### config.mk
export PLATFORM = sky130hd
export DESIGN_NAME = burst_blanking_control
export DESIGN_NICKNAME = d
export VERILOG_FILES = /design/src/design/burst_blanking_control.v
export VERILOG_INCLUDE_DIRS = /design/src /design/src/design
export SDC_FILE = /design/constraint.sdc
export NUM_CORES = 1
export LEC_CHECK = 0
export BUFFER_PORTS_ARGS = -buffer_cell sky130_fd_sc_hd__buf_2
export CAP_MARGIN = 20
export CORE_AREA = 2 2 122 94
export DETAILED_ROUTE_END_ITERATION = 6
export DIE_AREA = 0 0 124 96
export GPL_TIMING_DRIVEN = 0
export PLACE_DENSITY_LB_ADDON = 0.25
export SYNTH_ARGS = -nofsm -noshare
export SYNTH_HDL_FRONTEND = slang
export SYNTH_SLANG_ARGS = --single-unit
### constraint.sdc
create_clock -name clk_sys_i -period 3.4 [get_ports clk_sys_i]
set_input_delay 0.17 -clock clk_sys_i [delete_from_list [all_inputs] [get_ports clk_sys_i]]
set_output_delay 0.17 -clock clk_sys_i [all_outputs]
set_load 0.005 [all_outputs]
### src/design/burst_blank_map.vh
/*
 * Constants for the burst and blanking control block: time base, documented
 * delays, counter terminal values and burst level selection codes.
 * Assumes it is included by bare name from the design file that uses it.
 */
`ifndef BURST_BLANK_MAP_VH
`define BURST_BLANK_MAP_VH

// Internal time base in kHz (100 MHz).
`define CLK_FREQ_KHZ 100000
// Fixed overload and burst blanking interval in ms.
`define BLANK_TIME_MS 20
// Spike blanking before auto-restart, in ms.
`define SPIKE_TIME_MS 30
// Burst level detection window in ms.
`define DETECT_TIME_MS 1
// Cycle counts of the three times at 100 MHz (2,000,000, 3,000,000 and
// 100,000), written at the counter width so no wider product meets them.
`define BLANK_CYCLES 22'h1E_8480
`define SPIKE_CYCLES 22'h2D_C6C0
`define DETECT_CYCLES 22'h01_86A0
// Width of the time counters; holds 3,000,000.
`define TIME_CNT_W 22
// Terminal value of the extended cycle counter (256).
`define EXT_CYCLES 9'h100
// Default upper count limits of the three burst entry selections.
`define DET_LIMIT_HI 16'h0004
`define DET_LIMIT_MID 16'h0010
`define DET_LIMIT_LO 16'h0040
// Burst level selection codes.
`define SEL_160MV 2'h0
`define SEL_142MV 2'h1
`define SEL_127MV 2'h2
`define SEL_NEVER 2'h3
// Number of synchronised comparator and pin inputs.
`define N_SYNC 12

`endif

### src/design/burst_blanking_control.v
/*
 * Burst and blanking control: overload blanking with extendable cycle
 * counter, one-time burst entry level detection and the burst state machine.
 * Assumes analog comparators and switches outside, all asynchronous to
 * clk_sys_i, and a 100 MHz internal time base.
 */
//
// Summary of operation
// [RL1] Fixed 20 ms blanking before overload action.
// [RL2] Extended mode blocks gate until counter done.
// [RL3] Blanking expiry starts counter, closes charge switch.
// [RL4] Upper level: count, charge off, discharge on.
// [RL5] Lower level: discharge off, charge on.
// [RL6] At count 256 drive counter output high.
// [RL7] Gate high: spike delay then auto-restart.
// [RL8] Four selections; the fourth never enters burst.
// [RL9] Count picks entry threshold and burst limit.
// [RL10] Detect only in first window, first start.
// [RL11] Hold detection while a protection is active; code only delays the start, not a running window.
// [RL12] Upper level: set flip-flop, discharge, count.
// [RL13] Lower level: reset flip-flop, open discharge.
// [RL14] Burst blanking counts below threshold, then enters.
// [RL15] Burst entry sets flag, switches bias off.
// [RL16] Wake level turns bias back on.
// [RL17] Burst mode selects the burst current limit.
// [RL18] Sleep level switches bias off again.
// [RL19] Exit level leaves burst, clears flag.
// [RL20] Overload level starts the overload blanking counter.
// [RL21] All comparator inputs pass two flip-flops.
// [RL22] Undervoltage lockout clears counters and flags, except the detection results.
`timescale 1ns/10ps
`default_nettype none
`include "burst_blank_map.vh"

module burst_blanking_control
#(
   parameter [`TIME_CNT_W-1:0] BLANK_CYCLES = `BLANK_CYCLES,
   parameter [`TIME_CNT_W-1:0] SPIKE_CYCLES = `SPIKE_CYCLES,
   parameter [`TIME_CNT_W-1:0] DETECT_CYCLES = `DETECT_CYCLES,
   parameter [8:0] EXT_CYCLES = `EXT_CYCLES,
   parameter [15:0] DET_LIMIT_HI = `DET_LIMIT_HI,
   parameter [15:0] DET_LIMIT_MID = `DET_LIMIT_MID,
   parameter [15:0] DET_LIMIT_LO = `DET_LIMIT_LO
)
(
   input wire clk_sys_i,
   input wire sys_rst_i,
   input wire uvlo_on_i,
   input wire protect_active_i,
   input wire ext_blank_mode_i,
   input wire overload_cmp_i,
   input wire blank_upper_cmp_i,
   input wire blank_lower_cmp_i,
   input wire detect_upper_cmp_i,
   input wire detect_lower_cmp_i,
   input wire burst_entry_cmp_i,
   input wire burst_wake_cmp_i,
   input wire burst_sleep_cmp_i,
   input wire burst_exit_cmp_i,
   output reg blank_charge_sw_o,
   output reg blank_discharge_sw_o,
   output reg ext_count_done_o,
   output reg auto_restart_o,
   output reg detect_discharge_sw_o,
   output reg detect_done_o,
   output reg [1:0] burst_sel_o,
   output reg burst_flag_o,
   output reg burst_limit_en_o,
   output reg bias_on_o
);

   localparam [1:0] ST_NORMAL = 2'h0;
   localparam [1:0] ST_ENTRY = 2'h1;
   localparam [1:0] ST_SLEEP = 2'h2;
   localparam [1:0] ST_AWAKE = 2'h3;

   reg [`N_SYNC-1:0] meta_r;
   reg [`N_SYNC-1:0] sync_r;
   wire uvlo_s;
   wire prot_s;
   wire ext_mode_s;
   wire ovl_s;
   wire bup_s;
   wire blo_s;
   wire dup_s;
   wire dlo_s;
   wire entry_s;
   wire wake_s;
   wire sleep_s;
   wire exit_s;
   wire clr;
   reg [`TIME_CNT_W-1:0] ovl_cnt_r;
   reg blank_done_r;
   reg [8:0] ext_cnt_r;
   reg [`TIME_CNT_W-1:0] spike_cnt_r;
   wire gate_high;
   reg det_run_r;
   reg [`TIME_CNT_W-1:0] det_cnt_r;
   reg [15:0] det_pulses_r;
   reg [1:0] state_r;
   reg [`TIME_CNT_W-1:0] burst_cnt_r;

   ////////////////////////////////////////////////////////////////////////////
   // Input synchroniser. Every pin arrives asynchronously, so nothing reads
   // the first stage except the second one.
   always @(posedge clk_sys_i)
   begin
      if (sys_rst_i)
      begin
         meta_r <= {`N_SYNC{1'b0}};
         sync_r <= {`N_SYNC{1'b0}};
      end
      else
      begin
         meta_r <= {burst_exit_cmp_i, burst_sleep_cmp_i, burst_wake_cmp_i,
                    burst_entry_cmp_i, detect_lower_cmp_i, detect_upper_cmp_i,
                    blank_lower_cmp_i, blank_upper_cmp_i, overload_cmp_i,
                    ext_blank_mode_i, protect_active_i, uvlo_on_i}; // see [RL21]
         sync_r <= meta_r;
      end
   end

   assign uvlo_s = sync_r[0];
   assign prot_s = sync_r[1];
   assign ext_mode_s = sync_r[2];
   assign ovl_s = sync_r[3];
   assign bup_s = sync_r[4];
   assign blo_s = sync_r[5];
   assign dup_s = sync_r[6];
   assign dlo_s = sync_r[7];
   assign entry_s = sync_r[8];
   assign wake_s = sync_r[9];
   assign sleep_s = sync_r[10];
   assign exit_s = sync_r[11];

   // Lockout clears the working state; detection results survive it.
   assign clr = sys_rst_i | ~uvlo_s; // see [RL22]

   ////////////////////////////////////////////////////////////////////////////
   // Overload blanking. The counter only runs while the overload level is
   // seen; a short peak that drops back restarts the whole interval.
   always @(posedge clk_sys_i)
   begin
      if (clr || !ovl_s)
      begin
         ovl_cnt_r <= {`TIME_CNT_W{1'b0}};
         blank_done_r <= 1'b0;
      end
      else if (ovl_cnt_r == BLANK_CYCLES - 1'b1)
      begin
         blank_done_r <= 1'b1; // see [RL1]
      end
      else
      begin
         ovl_cnt_r <= ovl_cnt_r + 1'b1; // see [RL20]
      end
   end

   // Extended cycle counter driving the charge and discharge switches.
   // Switches are never closed together, even for one cycle.
   always @(posedge clk_sys_i)
   begin
      if (clr || !ovl_s || !ext_mode_s)
      begin
         ext_cnt_r <= 9'h000;
         blank_charge_sw_o <= 1'b0;
         blank_discharge_sw_o <= 1'b0;
         ext_count_done_o <= 1'b0;
      end
      else if (blank_done_r && !ext_count_done_o)
      begin
         if (ext_cnt_r == EXT_CYCLES)
         begin
            ext_count_done_o <= 1'b1; // see [RL6]
            blank_charge_sw_o <= 1'b0;
            blank_discharge_sw_o <= 1'b0;
         end
         else if (blank_charge_sw_o && bup_s)
         begin
            ext_cnt_r <= ext_cnt_r + 1'b1; // see [RL4]
            blank_charge_sw_o <= 1'b0;
            blank_discharge_sw_o <= 1'b1;
         end
         else if (blank_discharge_sw_o && blo_s)
         begin
            blank_discharge_sw_o <= 1'b0; // see [RL5]
            blank_charge_sw_o <= 1'b1;
         end
         else if (!blank_charge_sw_o && !blank_discharge_sw_o)
         begin
            blank_charge_sw_o <= 1'b1; // see [RL3]
         end
      end
   end

   // Restart gate: in basic mode the second input is simply high.
   assign gate_high = blank_done_r && (!ext_mode_s || ext_count_done_o); // see [RL2]

   // Spike blanking, then auto-restart holds until lockout.
   always @(posedge clk_sys_i)
   begin
      if (clr)
      begin
         spike_cnt_r <= {`TIME_CNT_W{1'b0}};
         auto_restart_o <= 1'b0;
      end
      else if (!gate_high)
      begin
         spike_cnt_r <= {`TIME_CNT_W{1'b0}};
      end
      else if (spike_cnt_r == SPIKE_CYCLES - 1'b1)
      begin
         auto_restart_o <= 1'b1; // see [RL7]
      end
      else
      begin
         spike_cnt_r <= spike_cnt_r + 1'b1;
      end
   end

   ////////////////////////////////////////////////////////////////////////////
   // Burst level detection. The done flag and the selection are cleared only
   // by the system reset, so restarts after lockout never detect again.
   always @(posedge clk_sys_i)
   begin
      if (sys_rst_i)
      begin
         detect_done_o <= 1'b0;
         burst_sel_o <= `SEL_NEVER;
      end
      else if (det_run_r && det_cnt_r == DETECT_CYCLES - 1'b1)
      begin
         detect_done_o <= 1'b1; // see [RL10]
         if (det_pulses_r <= DET_LIMIT_HI)
            burst_sel_o <= `SEL_160MV; // see [RL9]
         else if (det_pulses_r <= DET_LIMIT_MID)
            burst_sel_o <= `SEL_142MV;
         else if (det_pulses_r <= DET_LIMIT_LO)
            burst_sel_o <= `SEL_127MV;
         else
            burst_sel_o <= `SEL_NEVER; // see [RL8]
      end
   end

   // Detection window with the charge and discharge flip-flop.
   always @(posedge clk_sys_i)
   begin
      if (clr || detect_done_o)
      begin
         det_run_r <= 1'b0;
         det_cnt_r <= {`TIME_CNT_W{1'b0}};
         det_pulses_r <= 16'h0000;
         detect_discharge_sw_o <= 1'b0;
      end
      else if (!det_run_r)
      begin
         det_run_r <= !prot_s; // see [RL11]
      end
      else if (det_cnt_r == DETECT_CYCLES - 1'b1)
      begin
         det_run_r <= 1'b0;
         detect_discharge_sw_o <= 1'b0;
      end
      else
      begin
         det_cnt_r <= det_cnt_r + 1'b1;
         if (!detect_discharge_sw_o && dup_s)
         begin
            detect_discharge_sw_o <= 1'b1; // see [RL12]
            det_pulses_r <= det_pulses_r + 1'b1;
         end
         else if (detect_discharge_sw_o && dlo_s)
         begin
            detect_discharge_sw_o <= 1'b0; // see [RL13]
         end
      end
   end

   ////////////////////////////////////////////////////////////////////////////
   // Burst state machine. Exit has priority in every burst state because a
   // load jump must get the full current limit back at once.
   always @(posedge clk_sys_i)
   begin
      if (clr)
      begin
         state_r <= ST_NORMAL;
         burst_cnt_r <= {`TIME_CNT_W{1'b0}};
         burst_flag_o <= 1'b0;
         burst_limit_en_o <= 1'b0;
         bias_on_o <= 1'b1;
      end
      else
      begin
         case (state_r)
            ST_NORMAL:
            begin
               burst_cnt_r <= {`TIME_CNT_W{1'b0}}; // see [RL14]
               if (entry_s && detect_done_o && burst_sel_o != `SEL_NEVER)
                  state_r <= ST_ENTRY;
            end
            ST_ENTRY:
            begin
               if (!entry_s)
               begin
                  state_r <= ST_NORMAL;
               end
               else if (burst_cnt_r == BLANK_CYCLES - 1'b1)
               begin
                  state_r <= ST_SLEEP; // see [RL14]
                  burst_flag_o <= 1'b1; // see [RL15]
                  burst_limit_en_o <= 1'b1; // see [RL17]
                  bias_on_o <= 1'b0;
               end
               else
               begin
                  burst_cnt_r <= burst_cnt_r + 1'b1;
               end
            end
            ST_SLEEP:
            begin
               if (exit_s)
               begin
                  state_r <= ST_NORMAL; // see [RL19]
                  burst_flag_o <= 1'b0;
                  burst_limit_en_o <= 1'b0;
                  bias_on_o <= 1'b1;
               end
               else if (wake_s)
               begin
                  state_r <= ST_AWAKE;
                  bias_on_o <= 1'b1; // see [RL16]
               end
            end
            ST_AWAKE:
            begin
               if (exit_s)
               begin
                  state_r <= ST_NORMAL; // see [RL19]
                  burst_flag_o <= 1'b0;
                  burst_limit_en_o <= 1'b0;
               end
               else if (sleep_s)
               begin
                  state_r <= ST_SLEEP;
                  bias_on_o <= 1'b0; // see [RL18]
               end
            end
            default:
            begin
               state_r <= ST_NORMAL;
            end
         endcase
      end
   end

endmodule

`default_nettype wire

==> metrics.log, run 1 <==
INFO  metric maxSlewViolCount = 0
INFO  metric synth_compound_gate_area_share = 14.29%
INFO  metric run_status = completed
INFO  metric synth_top_family_by_area = simple AND/OR/NAND/NOR gates
INFO  metric drt-total-wl = 15,680 um
INFO  metric cp.arrival = ~2.7 ns
INFO  metric max_frequency = 0.4213 GHz
INFO  metric cpLargestDelayFamily = simple AND/OR/NAND/NOR gates
INFO  metric cts_max_level = 4
INFO  metric async_flop_share = 0%
INFO  metric clk_pin_slew = 0.06 ns
INFO  metric rows = 33
INFO  metric critPathLaunchType = register
INFO  metric area.growth.synth_to_final = 15.16%
INFO  metric cts_root_buf = sky130_fd_sc_hd__clkbuf_16
INFO  metric clock_sinks = 151
INFO  metric mean_area_per_synthesized_cell = between 8 and 9 um^2
INFO  metric grt_max_degree = 17
INFO  metric drv_cap = 0
INFO  metric core_area = about 11,000 um^2
INFO  metric die_x = 124 um
INFO  metric hold-worst-slack = 0.1823 ns
INFO  metric reg2reg_to = spike_cnt_r[1]$_SDFFE_PP0P_
INFO  metric most-common-layout-cells = 151 x sky130_fd_sc_hd__dfxtp_1, 79 x sky130_fd_sc_hd__nor2_1, 59 x sky130_fd_sc_hd__nand2_1, 54 x sky130_fd_sc_hd__a21oi_1, 33 x sky130_fd_sc_hd__o21ai_0
INFO  metric yosys.area_share.adder = 1.471%
INFO  metric clk_latency = 0.42 ns
INFO  metric critical_path.n_buffers_inverters = 1
INFO  metric power.ir.vdd_worst = 0.0005813 V
INFO  metric worst_pin_slew = 0.8046 ns
INFO  metric routed_wire_length_per_instance = approximately 16 um
INFO  metric seq_area_frac_synth = 44.44%
INFO  metric hold_viol_final = 0
INFO  metric crit_path_top_delay_cell = sky130_fd_sc_hd__nor4_1
INFO  metric setup.worst_path.class = reg2reg
INFO  metric final.setup_skew = 0.007774 ns
INFO  metric drc = 0
INFO  metric dr.first_iter.drc_count = 430
INFO  metric timing.final.crit_period = 2.374 ns
INFO  metric die_h = about 96 um
INFO  metric fillers = approximately 790
INFO  metric first_pass_grt_wire_length = 26,030 um
INFO  metric synthSimpleGateAreaFrac = 29.06%
INFO  metric postSynthNetCount = 800
INFO  metric worst-endpoint-required = 3.69 ns
INFO  metric mostFrequentLayoutCell = sky130_fd_sc_hd__dfxtp_1
INFO  metric route.antenna.remaining_nets = 0
INFO  metric antenna_found_initial = 0
INFO  metric tritoncts = yes
INFO  metric synth.cell_area = 6803 um^2
INFO  metric numPortBuffers = 24
INFO  metric area_of_the_die = between 10,000 and 15,000 um^2
INFO  metric grt_resource_usage_total = approximately 28%
INFO  metric tns = 0 ns
INFO  metric hold_path.class = in2reg
INFO  metric synth-edff-count = 0
INFO  metric critical_path.cell_chain = ha_1 > nand3_1 > nor4_1 > and2_1 > clkbuf_1 > mux2i_1 > nor2_1
INFO  metric rr_worst_depth = 7
INFO  metric globalplace.congestion = roughly 0.91
INFO  metric synth_xor_xnor_area_share = between 7 and 8%
INFO  metric yosysUniqueCellTypes = 73
INFO  metric power.leakage = 2.620 nW
INFO  metric slew_headroom = a little under half
INFO  metric logic_depth_of_the_worst_path_buffers_included = 7
INFO  metric detail_route.first_pass.iterations = 7
INFO  metric crit_fanout = 8
INFO  metric starting_utilization_of_the_core_area = 63.37%
INFO  metric drive_above_1_share = under 10%
INFO  metric timing.final.setup_violations = 0
INFO  metric synth_warnings = 0
INFO  metric half_perimeter_wire_length_of_the_detailed_placement_result = between 10,000 and 15,000 um
INFO  metric cellPowerDensity = 483.0 nW/um^2
INFO  metric timing.critical_path.from = spike_cnt_r[0]$_SDFFE_PP0P_
INFO  metric muxShareOfSynthArea = 0.7357%
INFO  metric ys_dominant_reg_cell = sky130_fd_sc_hd__dfxtp_1
INFO  metric post_cts_resized = 0
INFO  metric grt.overflow.total = 0
INFO  metric nNetsFinal = 855
INFO  metric tritoncts.num_buffers = 17
INFO  metric crit_path_end = spike_cnt_r[1]$_SDFFE_PP0P_
INFO  metric netlist_instances = 778
INFO  metric route.vias.total = 5,997
INFO  metric timing.final.crit_share = a little over two thirds
INFO  metric rsz_0062_raised_after_global_routing = false
INFO  metric yosys_register_bits = 151
INFO  metric io-pin-count = 25
INFO  metric routed_via_density = 6.082
INFO  metric ff2ff_setup_slack = 1.03 ns
INFO  metric antenna_cells = 0
INFO  metric critical_path.reg2reg.startpoint = spike_cnt_r[0]$_SDFFE_PP0P_
INFO  metric critPathCaptureType = register
INFO  metric critPathMaxStageDelay = 0.64 ns
INFO  metric clock_tree.buffer_depth = 2
INFO  metric number_of_global_route_vias_before_repair = 5,657
registers in the layout, indices dropped and copies added, names as in the netlist:
name / cells
auto_restart_o: 1
bias_on_o: 1
blank_charge_sw_o: 1
blank_discharge_sw_o: 1
blank_done_r: 1
burst_cnt_r: 22
burst_limit_en_o: 1
burst_sel_o: 2
det_cnt_r: 22
det_pulses_r: 16
det_run_r: 1
detect_discharge_sw_o: 1
detect_done_o: 1
ext_cnt_r: 9
ext_count_done_o: 1
meta_r: 12
ovl_cnt_r: 22
spike_cnt_r: 22
state_r: 2
sync_r: 12
area by class of cell:
class	count	area [um^2]	area share [%]
sequential	151	3023	38.59
multi-input combinational	582	3581	45.71
timing repair buffer	36	240.2	3.067
buffer	27	131.4	1.677
clock inverter	14	176.4	2.252
clock buffer	18	439.2	5.606
tap	140	175.2	2.236
inverter	18	67.56	0.8625
worst min path at each step:
| stage | from | endpoint | depth (start not counted) |
|---|---|---|---|
| after floorplan | uvlo_on_i | meta_r[0]$_SDFF_PP0_ | 1 |
| after global placement | burst_wake_cmp_i | meta_r[9]$_SDFF_PP0_ | 2 |
| after detailed placement | detect_lower_cmp_i | meta_r[7]$_SDFF_PP0_ | 2 |
| after CTS | sys_rst_i | bias_on_o$_SDFFE_PP1P_ | 4 |
| after global routing | sys_rst_i | bias_on_o$_SDFFE_PP1P_ | 4 |
| final | sys_rst_i | bias_on_o$_SDFFE_PP1P_ | 4 |
where the power goes:
group / internal, mW / total, mW / switching, mW
Combinational: 0.0259 / 0.0518 / 0.0259
Clock: 1.18 / 1.94 / 0.766
Sequential: 1.78 / 1.79 / 0.00494
Total: 2.99 / 3.78 / 0.797
kinds of logic (layout without fill, tap and decap cells):
kind of cell             after synthesis  count (layout)
flip-flops                           151             151
AND/OR/NAND/NOR                      358             358
buffers and inverters                 45             113
adder cells (fa/ha/maj)                8               8
XOR/XNOR                              55              55
multiplexers                           5               5
AO/OA/AOI/OAI                        156             156
worst min-delay path: stages:
cell	delay (ns)
sky130_fd_sc_hd__buf_2	0.10
sky130_fd_sc_hd__nor2b_1	0.06
sky130_fd_sc_hd__buf_6	0.15
sky130_fd_sc_hd__o21ai_0	0.08
metal layers:
| metal | wire length [um] | vias to the layer above | GRT usage [%] |
|---|---|---|---|
| li1 | - | 2930 | - |
| met1 | 7196 | 2877 | 34.98 |
| met2 | 7616 | 172 | 47.85 |
| met3 | 704 | 18 | 5.569 |
| met4 | 162 | 0 | 8.801 |
| met5 | 0 | - | 0 |
stage by stage:
stage | instance area, um^2 | worst slack, ns | total power [mW] | cells | util, %
after floorplan | 6803 | 1.501 | 1.849 | 778 | -
after global placement | 7098 | 1.242 | 1.865 | 942 | 66.12
after detailed placement | 7098 | 1.174 | 1.866 | 942 | 66.12
after CTS | 7834 | 1.037 | 3.798 | 986 | 72.97
after global routing | 7834 | 0.8265 | 3.874 | 986 | 72.97
final | 7834 | 1.026 | 3.784 | 986 | 72.97
what timing repair did:
action | CTS | global route
hold buffers | 12 | 0
buffers inserted | 0 | 0
hold endpoints to repair | 12 | 0
cell usage after synthesis, types with 14 or more instances:
master	instances	share of area, %
sky130_fd_sc_hd__dfxtp_1	151	44
sky130_fd_sc_hd__nor2_1	79	4.4
sky130_fd_sc_hd__nand2_1	59	3.3
sky130_fd_sc_hd__a21oi_1	54	4.0
sky130_fd_sc_hd__o21ai_0	33	2.4
sky130_fd_sc_hd__nor2b_1	31	2.9
sky130_fd_sc_hd__xor2_1	31	4.0
sky130_fd_sc_hd__nand3_1	29	2.1
sky130_fd_sc_hd__xnor2_1	24	3.1
sky130_fd_sc_hd__and3_1	22	2.0
sky130_fd_sc_hd__clkbuf_1	19	1.0
sky130_fd_sc_hd__nor3_1	19	1.4
sky130_fd_sc_hd__or3_1	19	1.7
sky130_fd_sc_hd__inv_1	18	0.99
sky130_fd_sc_hd__nand4_1	18	1.7
sky130_fd_sc_hd__nor4_1	14	1.3
(Power assumes the default switching activity.)
==> run 2, diff against run 1 <==
--- a/config.mk
+++ b/config.mk
@@ -6,11 +6,12 @@
 export SDC_FILE = /design/constraint.sdc
 export NUM_CORES = 1
 export LEC_CHECK = 0
+export ABC_AREA = 1
 export BUFFER_PORTS_ARGS = -buffer_cell sky130_fd_sc_hd__buf_2
 export CAP_MARGIN = 20
-export CORE_AREA = 2 2 122 94
+export CORE_AREA = 2 2 142 109
 export DETAILED_ROUTE_END_ITERATION = 6
-export DIE_AREA = 0 0 124 96
+export DIE_AREA = 0 0 144 111
 export GPL_TIMING_DRIVEN = 0
 export PLACE_DENSITY_LB_ADDON = 0.25
 export SYNTH_ARGS = -nofsm -noshare
==> constraint.sdc (replaced) <==
create_clock -name clk_sys_i -period 2.1 [get_ports clk_sys_i]
set_input_delay 0.105 -clock clk_sys_i [delete_from_list [all_inputs] [get_ports clk_sys_i]]
set_output_delay 0.105 -clock clk_sys_i [all_outputs]
set_load 0.005 [all_outputs]
==> run 2 against run 1 <==
  * Non-clock buffer count is 5 higher
  * Sequential share of layout area is 6.2 points lower
  * Final cell count increased by 52%
  * Largest power group unchanged
  * Via count grew 28%
  * Setup slack got worse by 0.89 ns
  * Critical path depth grew 4
  * Register-to-register slack worse by 0.89 ns
  * Largest cell class unchanged
==> metrics.log, run 2 <==
INFO  metric run_status = completed
INFO  metric synth-edff-count = 0
INFO  metric dr.first_iter.drc_count = 669
INFO  metric worst-endpoint-required = 2.38 ns
INFO  metric ys_top_cells_by_area = sky130_fd_sc_hd__dfxtp_1 37%, sky130_fd_sc_hd__nand2_1 14%, sky130_fd_sc_hd__nor2_1 7.6%
INFO  metric synth_compound_gate_area_share = a little over a tenth
INFO  metric routed_via_density = 5.123
INFO  metric maxSlewViolCount = 0
INFO  metric numPortBuffers = 23
INFO  metric drc = 0
INFO  metric number_of_global_route_vias_before_repair = 7,009
INFO  metric hold_path.class = in2reg
INFO  metric clk_latency = approximately 0.43 ns
INFO  metric half_perimeter_wire_length_of_the_detailed_placement_result = 13,950 um
INFO  metric die_x = 144 um
INFO  metric post-layout-total-power = ~6.1 mW
INFO  metric mean_area_per_synthesized_cell = 6.687 um^2
INFO  metric netlist_instances = 1,223
INFO  metric ff2ff_setup_slack = 0.14 ns
INFO  metric clk_pin_slew = 0.06 ns
INFO  metric first_pass_grt_wire_length = 32,910 um
INFO  metric hold_viol_final = 0
INFO  metric cellPowerDensity = ~650 nW/um^2
INFO  metric synth_commonest_cells = 310 x sky130_fd_sc_hd__nand2_1, 165 x sky130_fd_sc_hd__nor2_1, 151 x sky130_fd_sc_hd__dfxtp_1
INFO  metric io-pin-count = 25
INFO  metric antenna_cells = 0
INFO  metric critical_path.cell_chain = ha_4 > inv_2 > nor2_8 > inv_4 > nor2_4 > nand3_4 > nand3_4 > inv_2 > buf_6 > nand2_1 > a21oi_2
INFO  metric synth.cell_area = slightly above 8000 um^2
INFO  metric postSynthNetCount = 1,245
INFO  metric drt-total-wl = approximately 19,000 um
INFO  metric routed_wire_length_per_instance = 12.89 um
INFO  metric max_frequency = 0.5096 GHz
INFO  metric seq_area_frac_synth = 36.96%
INFO  metric route.antenna.remaining_nets = 0
INFO  metric starting_utilization_of_the_core_area = 55.31%
INFO  metric postLayoutCoreUtil = approximately 63%
INFO  metric hold_end = burst_sel_o[0]$_SDFFE_PP1P_
INFO  metric area.growth.synth_to_final = 14.20%
INFO  metric critical_path.reg2reg.startpoint = det_cnt_r[0]$_SDFFE_PP0P_
INFO  metric cp.arrival = approximately 2.3 ns
INFO  metric rows = 39
INFO  metric power.ir.vdd_worst = 0.0005785 V
INFO  metric clock_tree.buffer_depth = 2
INFO  metric slew_headroom = 49.93%
INFO  metric critPathMaxStageDelay = roughly 0.45 ns
INFO  metric final_cell_area = 9339 um^2
INFO  metric synth_warnings = 0
INFO  metric timing.final.setup_violations = 0
INFO  metric synth_most_common_cell = sky130_fd_sc_hd__nand2_1
INFO  metric setup.worst_path.class = reg2reg
INFO  metric timing.final.crit_share = roughly 93%
INFO  metric yosys.area_share.adder = 1.224%
INFO  metric drive_above_1_share = 11.20%
INFO  metric grt_max_degree = 17
INFO  metric yosysTopAreaCellShare = 36.96%
INFO  metric critical_path.n_buffers_inverters = 4
INFO  metric crit_fanout = 10
INFO  metric worst_pin_slew = between 0.7 and 0.8 ns
INFO  metric rr_worst_depth = 11
INFO  metric nNetsFinal = 1,304
INFO  metric mostFrequentLayoutCell = sky130_fd_sc_hd__nand2_1
INFO  metric async_flop_share = 0%
INFO  metric netlist.top_cell.by_area = sky130_fd_sc_hd__dfxtp_1
INFO  metric muxShareOfSynthArea = 0%
INFO  metric synth_xor_xnor_area_share = between 4 and 5%
INFO  metric critPathLaunchType = register
INFO  metric placedInstanceArea = 8549 um^2
INFO  metric route.vias.total = slightly below 8k
INFO  metric antenna_found_initial = 0
INFO  metric hold-worst-slack = slightly below 0.04 ns
INFO  metric grt.overflow.total = 0
INFO  metric timing.final.crit_period = 1.962 ns
INFO  metric reg2reg_to = det_pulses_r[13]$_SDFFE_PP0P_
INFO  metric globalplace.congestion = 0.9455
INFO  metric tns = 0 ns
INFO  metric core_area = approximately 15,000 um^2
INFO  metric tritoncts = yes
INFO  metric clock_sinks = between 150 and 200
INFO  metric ys_dominant_reg_cell = sky130_fd_sc_hd__dfxtp_1
INFO  metric yosys_register_bits = 151
INFO  metric rsz_0062_raised_after_global_routing = false
INFO  metric cts_max_level = 4
INFO  metric crit_path_top_delay_cell = sky130_fd_sc_hd__dfxtp_1
INFO  metric cpLargestDelayFamily = simple AND/OR/NAND/NOR gates
INFO  metric hold_depth = 3
INFO  metric cts_root_buf = sky130_fd_sc_hd__clkbuf_16
INFO  metric tritoncts.num_buffers = 17
INFO  metric most-common-layout-cells = 310 x sky130_fd_sc_hd__nand2_1, 165 x sky130_fd_sc_hd__nor2_1, 151 x sky130_fd_sc_hd__dfxtp_1, 148 x sky130_fd_sc_hd__inv_1, 85 x sky130_fd_sc_hd__nand3_1
INFO  metric synthSimpleGateAreaFrac = a little under two fifths
INFO  metric drv_cap = 0
INFO  metric grt_resource_usage_total = about a quarter
INFO  metric power.leakage = around 3.4 nW
INFO  metric synth_top_family_by_area = simple AND/OR/NAND/NOR gates
INFO  metric area_of_the_die = 15,980 um^2
INFO  metric critPathCaptureType = register
INFO  metric detail_route.first_pass.iterations = 5
INFO  metric final.setup_skew = between 0.009 and 0.01 ns
INFO  metric yosysUniqueCellTypes = 43
INFO  metric holdCritStartpoint = sys_rst_i
INFO  metric die_h = roughly 110 um
-- run 2: what timing repair did --
| item | 4_1_cts | 5_1_grt |
|---|---|---|
| setup buffers | 0 | 0 |
| hold buffers | 17 | 0 |
| endpoints found under the setup margin | 20 | 37 |
| hold endpoints to repair | 12 | 0 |
| pin swaps | 0 | 0 |
| resized for setup | 1 | 4 |
-- run 2: how the worst max path moves through the flow --
stage / startpoint / slack, ns / cells after the start / to
after CTS: ovl_cnt_r[0]$_SDFFE_PP0P_ / 0.02 / 6 / ovl_cnt_r[0]$_SDFFE_PP0P_
after global placement: det_cnt_r[0]$_SDFFE_PP0P_ / 0.04 / 11 / det_cnt_r[18]$_SDFFE_PP0P_
final: det_cnt_r[0]$_SDFFE_PP0P_ / 0.14 / 11 / det_pulses_r[13]$_SDFFE_PP0P_
after floorplan: det_cnt_r[0]$_SDFFE_PP0P_ / 0.38 / 11 / det_cnt_r[13]$_SDFFE_PP0P_
after global routing: ovl_cnt_r[0]$_SDFFE_PP0P_ / 0.008 / 6 / ovl_cnt_r[0]$_SDFFE_PP0P_
after detailed placement: det_cnt_r[0]$_SDFFE_PP0P_ / -0.02 / 11 / det_pulses_r[13]$_SDFFE_PP0P_
-- run 2: worst min-delay path: stages --
cell and delay [ns]:
sky130_fd_sc_hd__buf_2 0.20, sky130_fd_sc_hd__a21oi_1 0.06, sky130_fd_sc_hd__nand2_1 0.07
-- run 2: cell type report --
cell class | instances | area (um^2)
Tap cell | 205 | 256.5
Timing Repair Buffer | 40 | 285.3
Multi-Input combinational cell | 888 | 4413
Fill cell | 1391 | 5446
Clock inverter | 15 | 167.7
Clock buffer | 17 | 425.4
Buffer | 28 | 180.2
Sequential cell | 151 | 3023
Inverter | 156 | 588.1
-- run 2: kinds of logic (layout without fill, tap and decap cells) --
family                     after synthesis  count (layout)
AOI/OAI and AO/OA                      148             148
xor gates and xnor gates                42              42
adders and majority gates                8               8
buffers and inverters                  184             256
DFF                                    151             151
and+or+nand+nor                        690             690
-- run 2: stage by stage --
stage          instances  setup slack, ns
2_1_floorplan       1223           0.3778
4_1_cts             1500          0.02216
6_report            1500           0.1377
5_1_grt             1500         0.008154
3_3_place_gp        1451          0.04394
3_5_place_dp        1451         -0.01860
-- run 2: power by group --
part | total, mW | switching (mW) | internal (mW)
sequential | 2.89 | 0.00770 | 2.89
clock | 3.11 | 1.33 | 1.78
combinational | 0.111 | 0.0627 | 0.0479
total | 6.11 | 1.40 | 4.71
-- run 2: layer usage --
metal / part of all wire, % / up-vias / GRT usage (%)
met5: 0 / - / 0
met4: 1.0 / 0 / 5.817
met3: 5.4 / 18 / 6.566
met2: 43 / 185 / 37.68
met1: 50 / 3429 / 36.57
li1: - / 4053 / -
==> run 3, diff against run 2 <==
--- a/config.mk
+++ b/config.mk
@@ -9,9 +9,9 @@
 export ABC_AREA = 1
 export BUFFER_PORTS_ARGS = -buffer_cell sky130_fd_sc_hd__buf_2
 export CAP_MARGIN = 20
-export CORE_AREA = 2 2 142 109
+export CORE_AREA = 2 2 148 114
 export DETAILED_ROUTE_END_ITERATION = 6
-export DIE_AREA = 0 0 144 111
+export DIE_AREA = 0 0 150 116
 export GPL_TIMING_DRIVEN = 0
 export PLACE_DENSITY_LB_ADDON = 0.25
 export SYNTH_ARGS = -nofsm -noshare
==> run 3 against run 2 <==
  * Sequential share of layout area shrank 0.086 points
  * Worst hold slack better by 0.011 ns
  * Non-clock buffer count is the same
  * Combinational power about the same
  * Clock skew fell by 0.00091 ns
  * Die area up 8.9%
  * Utilization is 3.9 points lower
  * Sequential power hardly changed
  * Via count grew 0.69%
  * Maximum frequency is 1.3% higher
  * Setup slack better by 0.026 ns
  * Global-route usage down 1.4 points
  * Largest cell class unchanged
  * Largest power group unchanged
==> metrics.log, run 3 (same netlist as run 2, synthesis figures left out) <==
INFO  metric run_status = completed
INFO  metric seqPwrFrac = 46.6%
INFO  metric rr_worst_depth = 8
INFO  metric cellPowerDensity = around 660 nW/um^2
INFO  metric post-route-worst-setup-slack = 0.1633 ns
INFO  metric hold_viol_final = 0
INFO  metric routed_via_density = 5.142
INFO  metric switching_share = 23.65%
INFO  metric clock_tree.buffer_depth = 2
INFO  metric post-layout-total-power = a little over 6 mW
INFO  metric mostFrequentLayoutCell = sky130_fd_sc_hd__nand2_1
INFO  metric grt_max_degree = 17
INFO  metric nNetsFinal = about 1.3k
INFO  metric crit_fanout = 10
INFO  metric critical_path.reg2reg.startpoint = burst_cnt_r[0]$_SDFFE_PP0P_
INFO  metric grt.overflow.total = 0
INFO  metric holdCritStartpoint = sys_rst_i
INFO  metric pwr-share-comb = about 1.8%
INFO  metric cts_post_setup_buffers_inserted = 0
INFO  metric dr.first_iter.drc_count = 716
INFO  metric tritoncts = yes
INFO  metric slew_headroom = around 48%
INFO  metric tritoncts.num_buffers = 17
INFO  metric route.antenna.remaining_nets = 0
INFO  metric detail_route.first_pass.iterations = 5
INFO  metric max_frequency = between 0.5 and 0.6 GHz
INFO  metric antenna_found_initial = 0
INFO  metric tns = 0 ns
INFO  metric hold_path.class = in2reg
INFO  metric final_instance_count_excl_fillers = between 1.5k and 2k
INFO  metric p_switching = 1.467 mW
INFO  metric die_h = roughly 120 um
INFO  metric worst_pin_slew = 0.7737 ns
INFO  metric timing.final.crit_period = 1.937 ns
INFO  metric drt-total-wl = 19,600 um
INFO  metric reg2reg_to = burst_cnt_r[14]$_SDFFE_PP0P_
INFO  metric first_pass_grt_wire_length = 33,670 um
INFO  metric core_area = 15,820 um^2
INFO  metric critPathMaxStageDelay = 0.37 ns
INFO  metric worst-endpoint-required = between 2 and 2.5 ns
INFO  metric rows = 40
INFO  metric worst_slack_at_placement = -0.03232 ns
INFO  metric hold_depth = 3
INFO  metric number_of_global_route_vias_before_repair = between 7k and 8k
INFO  metric die_x = 150 um
INFO  metric globalplace.congestion = 0.9088
INFO  metric maxSlewViolCount = 0
INFO  metric power.ir.vdd_worst = 0.0005774 V
INFO  metric drive_above_1_share = 11.35%
INFO  metric power.leakage = 3.406 nW
INFO  metric clk_pin_slew = around 0.070 ns
INFO  metric critPathCaptureType = register
INFO  metric clk_latency = between 0.4 and 0.5 ns
INFO  metric ff2ff_setup_slack = 0.16 ns
INFO  metric numPortBuffers = 23
INFO  metric internal-power = about 4.7 mW
INFO  metric cts_max_level = 4
INFO  metric timing.critical_path.from = burst_cnt_r[0]$_SDFFE_PP0P_
INFO  metric drv_cap = 0
INFO  metric final.setup_skew = 0.008822 ns
INFO  metric starting_utilization_of_the_core_area = 51.71%
INFO  metric critical_path.cell_chain = ha_1 > nand2_1 > nor3_4 > nand4_1 > nand2_2 > buf_4 > nand2_1 > a21oi_1
INFO  metric timing.final.setup_violations = 0
INFO  metric antenna_cells = 0
INFO  metric area.growth.synth_to_final = 14.55%
INFO  metric critPathLaunchType = register
INFO  metric cp.arrival = 2.31 ns
INFO  metric cts_root_buf = sky130_fd_sc_hd__clkbuf_16
INFO  metric power_frac_clock = 51.6%
INFO  metric clock_sinks = 151
INFO  metric route.vias.total = 7,738
INFO  metric area_of_the_die = roughly 17,000 um^2
INFO  metric crit_path_top_delay_cell = sky130_fd_sc_hd__dfxtp_1
INFO  metric grt_resource_usage_total = roughly a quarter
INFO  metric drc = 0
INFO  metric cp_common_cell = sky130_fd_sc_hd__nand2_1
INFO  metric setup.worst_path.class = reg2reg
INFO  metric io-pin-count = 25
INFO  metric crit_path_end = burst_cnt_r[14]$_SDFFE_PP0P_
INFO  metric hold-worst-slack = 0.05039 ns
INFO  metric timing.final.crit_share = 92.23%
INFO  metric rsz_0062_raised_after_global_routing = false
INFO  metric most-common-layout-cells = 310 x sky130_fd_sc_hd__nand2_1, 163 x sky130_fd_sc_hd__nor2_1, 150 x sky130_fd_sc_hd__dfxtp_1, 148 x sky130_fd_sc_hd__inv_1, 85 x sky130_fd_sc_hd__nand3_1
INFO  metric routed_wire_length_per_instance = 13.02 um
INFO  metric half_perimeter_wire_length_of_the_detailed_placement_result = 14,050 um
INFO  metric post-place-cells = roughly 1.5k
run 3: cell count changes in the layout (fill, tap and decap cells not counted):
cell / before / now
sky130_fd_sc_hd__clkinv_2: 2 / 0
sky130_fd_sc_hd__clkinv_4: 3 / 2
sky130_fd_sc_hd__clkinvlp_4: 3 / 1
sky130_fd_sc_hd__dfxtp_1: 151 / 150
sky130_fd_sc_hd__dfxtp_2: 0 / 1
sky130_fd_sc_hd__ha_1: 6 / 7
sky130_fd_sc_hd__ha_2: 1 / 0
sky130_fd_sc_hd__inv_6: 3 / 7
sky130_fd_sc_hd__inv_8: 2 / 3
sky130_fd_sc_hd__nor2_1: 165 / 163
sky130_fd_sc_hd__nor2_2: 0 / 2
sky130_fd_sc_hd__nor3_2: 3 / 2
sky130_fd_sc_hd__nor3_4: 0 / 1
run 3: stage by stage:
step                util [%]  instance area [um^2]
finish                 59.23                  9368
global placement       54.10                  8556
floorplan                  -                  8178
CTS                    59.02                  9334
detailed placement     54.10                  8556
global route           59.23                  9368
run 3: what timing repair did:
action	in CTS	in global routing
hold buffers	17	0
gates resized for setup	1	7
endpoints found under the hold margin	12	0
endpoints found under the setup margin	26	47
run 3: cell type report:
class	instances	area, um^2
sequential	151	3024
clock buffer	17	425.4
clock inverter	15	180.2
inverter	156	588.1
fill	1553	6447
multi-input combinational	888	4422
tap	210	262.8
buffer	28	180.2
timing repair buffer	40	285.3
run 3: layer usage:
layer / up-vias / global-route usage, % / share of wire (%)
met5: - / 0 / 0
met4: 0 / 6.667 / 0.94
met3: 16 / 4.803 / 5.3
met2: 192 / 36.19 / 43
met1: 3473 / 34.61 / 51
li1: 4057 / - / -
run 3: how the worst min path moves through the flow:
| stage | to |
|---|---|
| floorplan | meta_r[0]$_SDFF_PP0_ |
| global placement | meta_r[7]$_SDFF_PP0_ |
| detailed placement | meta_r[7]$_SDFF_PP0_ |
| CTS | burst_sel_o[0]$_SDFFE_PP1P_ |
| global route | burst_sel_o[1]$_SDFFE_PP1P_ |
| finish | burst_sel_o[0]$_SDFFE_PP1P_ |
run 3: critical path: cells and delay by family, from the launching register on:
family                     cells  cell delay (ns)
AOI/OAI and AO/OA              1             0.14
adders and majority gates      1             0.29
buffers and inverters          1             0.22
DFF                            1             0.37
and+or+nand+nor                5             0.85
run 3: power groups by stage:
stage | registers, mW | logic [mW] | clock network, mW
final | 2.89 | 0.113 | 3.20
after global placement | 2.96 | 0.0882 | 0
after detailed placement | 2.96 | 0.0885 | 0
after global routing | 2.89 | 0.125 | 3.37
after CTS | 2.89 | 0.113 | 3.26
after floorplan | 2.96 | 0.0546 | 0
